--- config.mk ---
export PLATFORM = sky130hd
export DESIGN_NAME = ipc_prio_config
export DESIGN_NICKNAME = d
export VERILOG_FILES = /design/src/ipc_pkg.sv /design/src/ipc_prio_config.sv /design/src/ipc_prio_field.sv
export SDC_FILE = /design/constraint.sdc
export NUM_CORES = 1
export LEC_CHECK = 0
export ABC_AREA = 1
export BUFFER_PORTS_ARGS = -buffer_cell sky130_fd_sc_hd__buf_2
export CORE_ASPECT_RATIO = 0.7
export CORE_UTILIZATION = 34
export CTS_CLUSTER_SIZE = 20
export DETAILED_ROUTE_END_ITERATION = 16
export SLEW_MARGIN = 20
export SYNTH_ARGS = -nofsm -noshare
export SYNTH_HDL_FRONTEND = slang
export SYNTH_HIERARCHICAL = 1
export SYNTH_SLANG_ARGS = --single-unit
--- constraint.sdc ---
create_clock -name clk_in -period 49.1 [get_ports clk_in]
set_input_delay 4.91 -clock clk_in [delete_from_list [all_inputs] [get_ports clk_in]]
set_output_delay 4.91 -clock clk_in [all_outputs]
set_load 0.05 [all_outputs]
--- src/ipc_pkg.sv ---
// Package with register map, field layout and reset values of the priority configuration block.
package ipc_pkg;
    localparam int          ADDR_W          = 4;
    localparam int          DATA_W          = 16;
    localparam int          PRIO_W          = 3;
    localparam int          NUM_SRC         = 20;
    localparam logic [3:0]  OFS_PWM_A       = 4'h0;
    localparam logic [3:0]  OFS_PWM_B       = 4'h1;
    localparam logic [3:0]  OFS_PWM_CMP     = 4'h2;
    localparam logic [3:0]  OFS_CMP         = 4'h3;
    localparam logic [3:0]  OFS_ADC_A       = 4'h4;
    localparam logic [3:0]  OFS_ADC_B       = 4'h5;
    localparam logic [3:0]  OFS_ADC_C       = 4'h6;
    localparam logic [3:0]  OFS_STATUS      = 4'h7;
    localparam int          FLD0_LSB        = 0;
    localparam int          FLD1_LSB        = 4;
    localparam int          FLD2_LSB        = 8;
    localparam int          FLD3_LSB        = 12;
    localparam logic [2:0]  PRIO_RESET      = 3'h4;
    localparam logic [2:0]  PRIO_OFF        = 3'h0;
    localparam int          LEVEL_LSB       = 8;
    localparam int          VEC_LSB         = 0;
    localparam logic [3:0]  LEVEL_RESET     = 4'h0;
    localparam logic [6:0]  VEC_RESET       = 7'h00;
    localparam logic [7:0]  VEC_BASE        = 8'h08;
    localparam logic [15:0] MASK_FOUR       = 16'h7777;
    localparam logic [15:0] MASK_HIGH_TWO   = 16'h7700;
    localparam logic [15:0] MASK_LOW_TWO    = 16'h0077;
    localparam logic [15:0] STATUS_MASK     = 16'h0F7F;
endpackage

--- src/ipc_prio_config.sv ---
// Priority configuration registers, arbitration and level/vector status for PWM, comparator and ADC pair sources.
// Summary of operation
// - Field value is source priority, seven highest.
// - Zero field disables the source entirely.
// - Every priority field resets to four.
// - Unimplemented bits read zero, ignore writes.
// - Fields at 14-12, 10-8, 6-4, 2-0.
// - Separate field per PWM, comparator, ADC source.
// - Status bits 11-8 report new level.
// - Status bits 6-0 report vector minus eight.
// - Status read-only, resets to zero.
//
// Design decisions made here: the address map and the plain strobed port.
`timescale 1ns/1ps
module ipc_prio_config (
    input  wire logic        clk_in,
    input  wire logic        resetn_in,
    input  wire logic [3:0]  addr_in,
    input  wire logic [15:0] wdata_in,
    input  wire logic        wr_in,
    input  wire logic        rd_in,
    output logic      [15:0] rdata_out,
    input  wire logic [19:0] src_req_in,
    input  wire logic [7:0]  src_vector_base_in,
    output logic      [3:0]  new_cpu_level_out,
    output logic      [6:0]  pending_vector_number_out,
    output logic             irq_pending_out
);
    // Source index map: 0..8 PWM gen 1..9, 9..11 comparator 2..4, 12..19 ADC pair 0..7.
    logic [2:0]  prio [ipc_pkg::NUM_SRC];
    logic [19:0] active;
    logic [3:0]  new_cpu_level;
    logic [6:0]  pending_vector_number;
    logic [3:0]  next_level;
    logic [6:0]  next_vector;
    logic        next_found;
    logic [15:0] next_rdata;

    // Register that holds the field of every source.
    function automatic logic [3:0] src_reg(input int i);
        logic [3:0] r;
        r = ipc_pkg::OFS_ADC_C;
        case (i)
            0:       r = ipc_pkg::OFS_PWM_A;
            1:       r = ipc_pkg::OFS_PWM_A;
            2:       r = ipc_pkg::OFS_PWM_B;
            3:       r = ipc_pkg::OFS_PWM_B;
            4:       r = ipc_pkg::OFS_PWM_B;
            5:       r = ipc_pkg::OFS_PWM_B;
            6:       r = ipc_pkg::OFS_PWM_CMP;
            7:       r = ipc_pkg::OFS_PWM_CMP;
            8:       r = ipc_pkg::OFS_PWM_CMP;
            9:       r = ipc_pkg::OFS_PWM_CMP;
            10:      r = ipc_pkg::OFS_CMP;
            11:      r = ipc_pkg::OFS_CMP;
            12:      r = ipc_pkg::OFS_ADC_A;
            13:      r = ipc_pkg::OFS_ADC_A;
            14:      r = ipc_pkg::OFS_ADC_B;
            15:      r = ipc_pkg::OFS_ADC_B;
            16:      r = ipc_pkg::OFS_ADC_B;
            17:      r = ipc_pkg::OFS_ADC_B;
            18:      r = ipc_pkg::OFS_ADC_C;
            19:      r = ipc_pkg::OFS_ADC_C;
            default: r = ipc_pkg::OFS_ADC_C;
        endcase
        return r;
    endfunction

    // Field position of every source within its register.
    function automatic int src_lsb(input int i);
        int pos;
        pos = ipc_pkg::FLD0_LSB;
        case (i)
            0:       pos = ipc_pkg::FLD2_LSB;
            1:       pos = ipc_pkg::FLD3_LSB;
            2:       pos = ipc_pkg::FLD0_LSB;
            3:       pos = ipc_pkg::FLD1_LSB;
            4:       pos = ipc_pkg::FLD2_LSB;
            5:       pos = ipc_pkg::FLD3_LSB;
            6:       pos = ipc_pkg::FLD0_LSB;
            7:       pos = ipc_pkg::FLD1_LSB;
            8:       pos = ipc_pkg::FLD2_LSB;
            9:       pos = ipc_pkg::FLD3_LSB;
            10:      pos = ipc_pkg::FLD0_LSB;
            11:      pos = ipc_pkg::FLD1_LSB;
            12:      pos = ipc_pkg::FLD2_LSB;
            13:      pos = ipc_pkg::FLD3_LSB;
            14:      pos = ipc_pkg::FLD0_LSB;
            15:      pos = ipc_pkg::FLD1_LSB;
            16:      pos = ipc_pkg::FLD2_LSB;
            17:      pos = ipc_pkg::FLD3_LSB;
            18:      pos = ipc_pkg::FLD0_LSB;
            19:      pos = ipc_pkg::FLD1_LSB;
            default: pos = ipc_pkg::FLD0_LSB;
        endcase
        return pos;
    endfunction

    for (genvar g = 0; g < ipc_pkg::NUM_SRC; g++) begin : g_src
        localparam int LSB = src_lsb(g);
        ipc_prio_field u_field (
            .clk_in     (clk_in),
            .resetn_in  (resetn_in),
            .wr_in      (wr_in && (addr_in == src_reg(g))),
            .wdata_in   (wdata_in[LSB +: 3]),
            .req_in     (src_req_in[g]),
            .prio_out   (prio[g]),
            .active_out (active[g])
        );
    end

    // Highest priority wins; among equal priorities the lower source index wins.
    always_comb begin
        next_level = ipc_pkg::LEVEL_RESET;
        next_vector = ipc_pkg::VEC_RESET;
        next_found = 1'b0;
        for (int i = ipc_pkg::NUM_SRC - 1; i >= 0; i--) begin
            if (active[i] && ({1'b0, prio[i]} >= next_level)) begin
                next_level = {1'b0, prio[i]};
                next_vector = 7'(src_vector_base_in + 8'(i) - ipc_pkg::VEC_BASE);
                next_found = 1'b1;
            end
        end
    end

    always_ff @(posedge clk_in) begin
        if (!resetn_in) begin
            new_cpu_level <= ipc_pkg::LEVEL_RESET;
            pending_vector_number <= ipc_pkg::VEC_RESET;
            irq_pending_out <= 1'b0;
        end else begin
            irq_pending_out <= next_found;
            if (next_found) begin
                new_cpu_level <= next_level;
                pending_vector_number <= next_vector;
            end
        end
    end

    assign new_cpu_level_out = new_cpu_level;
    assign pending_vector_number_out = pending_vector_number;

    // Read data assembles the fields; unimplemented bits stay zero.
    always_comb begin
        next_rdata = 16'h0000;
        if (addr_in == ipc_pkg::OFS_STATUS) begin
            next_rdata[ipc_pkg::LEVEL_LSB +: 4] = new_cpu_level;
            next_rdata[ipc_pkg::VEC_LSB +: 7] = pending_vector_number;
        end else begin
            for (int i = 0; i < ipc_pkg::NUM_SRC; i++) begin
                if (addr_in == src_reg(i)) begin
                    next_rdata[src_lsb(i) +: 3] = prio[i];
                end
            end
        end
    end

    always_ff @(posedge clk_in) begin
        if (!resetn_in) begin
            rdata_out <= 16'h0000;
        end else if (rd_in) begin
            rdata_out <= next_rdata;
        end else begin
            rdata_out <= 16'h0000;
        end
    end
endmodule // ipc_prio_config

--- src/ipc_prio_field.sv ---
// One three-bit source priority field with reset value and enable decode.
`timescale 1ns/1ps
module ipc_prio_field (
    input  wire logic       clk_in,
    input  wire logic       resetn_in,
    input  wire logic       wr_in,
    input  wire logic [2:0] wdata_in,
    input  wire logic       req_in,
    output logic      [2:0] prio_out,
    output logic            active_out
);
    always_ff @(posedge clk_in) begin
        if (!resetn_in) begin
            prio_out <= ipc_pkg::PRIO_RESET;
        end else if (wr_in) begin
            prio_out <= wdata_in;
        end
    end

    // A zero field masks the request completely.
    assign active_out = req_in && (prio_out != ipc_pkg::PRIO_OFF);
endmodule // ipc_prio_field
==> results by group <==
STA
  – Tmin final: 30610 ps
  – RSZ-0062 raised after global routing: no
  – FMAX: 32.67 MHz
  – Worst-Margin Slew: 1103 ps
  – Clk_skew: 5.445 ps
  – # setup viols final: 0
  – Final slew viol count: 0
  – Final Hold Fails: 0
  – Final Worst Setup Slack: 18490 ps
  – Final worst-path cycle share: 0.6234
  – Total Neg Setup Slack: 0 ps
  – Max_slew headroom: 0.2592

Final layout
  – Diodes inserted: 0
  – Final #Nets: 1583
  – Share of cells above drive strength 1: 0.1256
  – Fillers: 2810
  – Final cell count without fillers: 1806
  – Most common cell after layout, fill and taps aside: nand2_1
  – Highest-count cells in the layout ignoring fill and taps: nand2_1 (354), inv_1 (238), nor2_1 (158)
  – Fin util: 0.3823
  – Area Overhead vs Synth: 9.308%

Pwr
  – Power per cell area: 42.08 mW/mm^2
  – PnR Total Power: 0.4000 mW
  – Leakage: 4.655 nW
  – Worst vdd ir: 0.02730 mV

Synth
  – Simple-gate share of the synthesized area: 0.3566
  – Seq cells post-synth: 84
  – Cells after synthesis: 1430
  – Largest family of logic cells by synthesized area: simple AND/OR/NAND/NOR gates
  – Synth area leader: dfxtp_1
  – Mux cell area share after synthesis: 0.001295
  – Syn. warnings: 6
  – Avg Inst Size Synth: 6.082 um^2
  – Compound-Gate Fraction of Synth Area: 0.1762
  – Register area share after synthesis: 0.1934
  – Post-Syn Area: 0.008697 mm^2
  – Post-synthesis cell type count: 42
  – Ranking of synthesized cells by area: dfxtp_1 (19%), nand2_1 (15%), inv_1 (10%)
  – Synth top area share: 0.1934
  – Dominant synthesized flop cell: dfxtp_1
  – Synth Area in Adders: 0.07913
  – Async SR Flop Fraction: 0
  – EDFF count, synth: 0
  – XOR/XNOR Fraction of Synth Area: 0.04834

Drt
  – First-pass DRT Iterations: 8
  – # DRC: 0
  – Via count: 9018
  – Mean number of vias per cell: 4.993
  – Initial DRC count: 801
  – Post-DR wirelength/cell: 16.02 um
  – Total Wirelength: 28.94 mm
  – Remaining antenna violation count: 0

Global route
  – Initial antenna violation count: 0
  – Vias in the first global route: 8054
  – Met2 Usage GRT: 0.3139
  – First-pass GRT wire length: 45.33 mm
  – Total Routing Usage GR: 0.2252
  – GR Layer Usage met1: 0.3449
  – Gr ovfl total: 0
  – GR peak layer: met1
  – Largest net degree at the start of global routing: 74
  – Met3 Use GR: 0.05653

Die
  – Die area: 0.02623 mm^2
  – Initial Util: 0.3498
  – Chip width: 193.2 um
  – Die H: 135.8 um
  – Num rows: 48
  – I/O pin total: 80
  – Core Region: 0.02486 mm^2

Critical path
  – Crit path kind: in -> reg
  – Critical Path AT: 30850 ps
  – Slowest stage cell, crit path: nor4_4
  – Setup crit start kind: primary input
  – Critical path capture point type: flip-flop
  – CP dominant cell by count: nand2_1
  – Crit path largest cell delay: 990 ps
  – Critical Path RT: 49350 ps
  – Top fanout value on the critical path: 27

Clocking
  – CTS resizes: 0
  – H-tree depth: 3
  – Clk sinks: 84
  – Number of hold buffers added after cts: 0
  – Clk Latency, worst-skew pair: 350 ps
  – Worst-case clock buffer depth: 2
  – Postcts setup bufs: 0
  – CTS tree: built
  – Reg clk slew, reported paths: 70 ps
  – CTS Buf Count: 9
  – Root buffer cell: clkbuf_16

Placement
  – RePlAce Congestion: 0.9380
  – Post-place setup slack: 18530 ps
  – DP Cell Count: 1790
  – Number of I/O port buffers: 70
  – DP HPWL: 22.19 mm

Outcome
  – Status: finished clean

Flow run
  – Number of max-cap violations: 0

Hold path
  – Worst min path class: reg -> reg
[registers in the layout, summed over array words and instances, names as in the netlist]
name and cells:
g_src.u_field/prio_out 60, irq_pending_out 1, new_cpu_level_out 3, pending_vector_number_out 7, rdata_out 13
[cell families (layout without fill, tap and decap cells)]
group           Yosys count  in the layout
simple gates            692            692
buf+inv                 295            343
compound gates          254            254
flops                    84             84
fa+ha+maj                55             55
xor+xnor                 48             48
other cells               1              4
mux                       1              1
[synth_stat cells (all sizes together), types with 9 or more instances]
cell type,n
o211ai,40
ha,55
clkbuf,12
nand3,98
a21oi,58
xor2,43
inv,242
nor2,158
buf,30
dfxtp,84
o21ai,116
o22ai,10
clkinv,9
nand2,416
[stage by stage]
step | hold WS [ps] | cell area, um^2
2_1_floorplan | 463.3 | 8708
3_3_place_gp | 469.6 | 9198
3_5_place_dp | 476.3 | 9198
4_1_cts | 487.4 | 9507
5_1_grt | 509.6 | 9507
6_report | 488.7 | 9507
[routing by layer]
metal | routed length (um) | vias to the layer above | part of all wire
met2 | 11080 | 342 | 0.38
met1 | 14990 | 4010 | 0.52
met3 | 2607 | 22 | 0.090
met4 | 256 | 0 | 0.0088
met5 | 0 | - | 0
li1 | - | 4644 | -
[report_power, final]
group | switching [mW] | total, mW | internal (mW)
sequential | 0.00452 | 0.0776 | 0.0731
clock | 0.0318 | 0.0722 | 0.0404
combinational | 0.172 | 0.250 | 0.0782
total | 0.208 | 0.400 | 0.192
[final timing paths]
kind                                       from                       endpoint  slack [ps]  depth (start not counted)
hold reg to reg   g_src[10].u_field/prio_out[0]  g_src[10].u_field/prio_out[0]         490                          2
setup reg to reg  g_src[19].u_field/prio_out[0]   pending_vector_number_out[0]       22680                        187
setup / recovery                 src_req_in[19]   pending_vector_number_out[0]       18490                        188
hold / removal    g_src[10].u_field/prio_out[0]  g_src[10].u_field/prio_out[0]         490                          2
[layout make-up]
| cell class | instances | area (um^2) | area share |
|---|---|---|---|
| timing repair buffer | 76 | 395.4 | 0.04159 |
| clock buffer | 9 | 225.2 | 0.02369 |
| inverter | 251 | 944.7 | 0.09937 |
| clock inverter | 7 | 83.83 | 0.008818 |
| sequential | 84 | 1682 | 0.1769 |
| multi-input combinational | 1054 | 5769 | 0.6069 |
| tap | 325 | 406.6 | 0.04277 |
[worst max-delay path: cells and delay by family]
family                     cells  cell delay [ps]
buffers and inverters         35             2040
AOI/OAI and AO/OA             34             6410
and+or+nand+nor              100            11830
adders and majority gates     19             5560
Power figures use the tool's default switching activity.
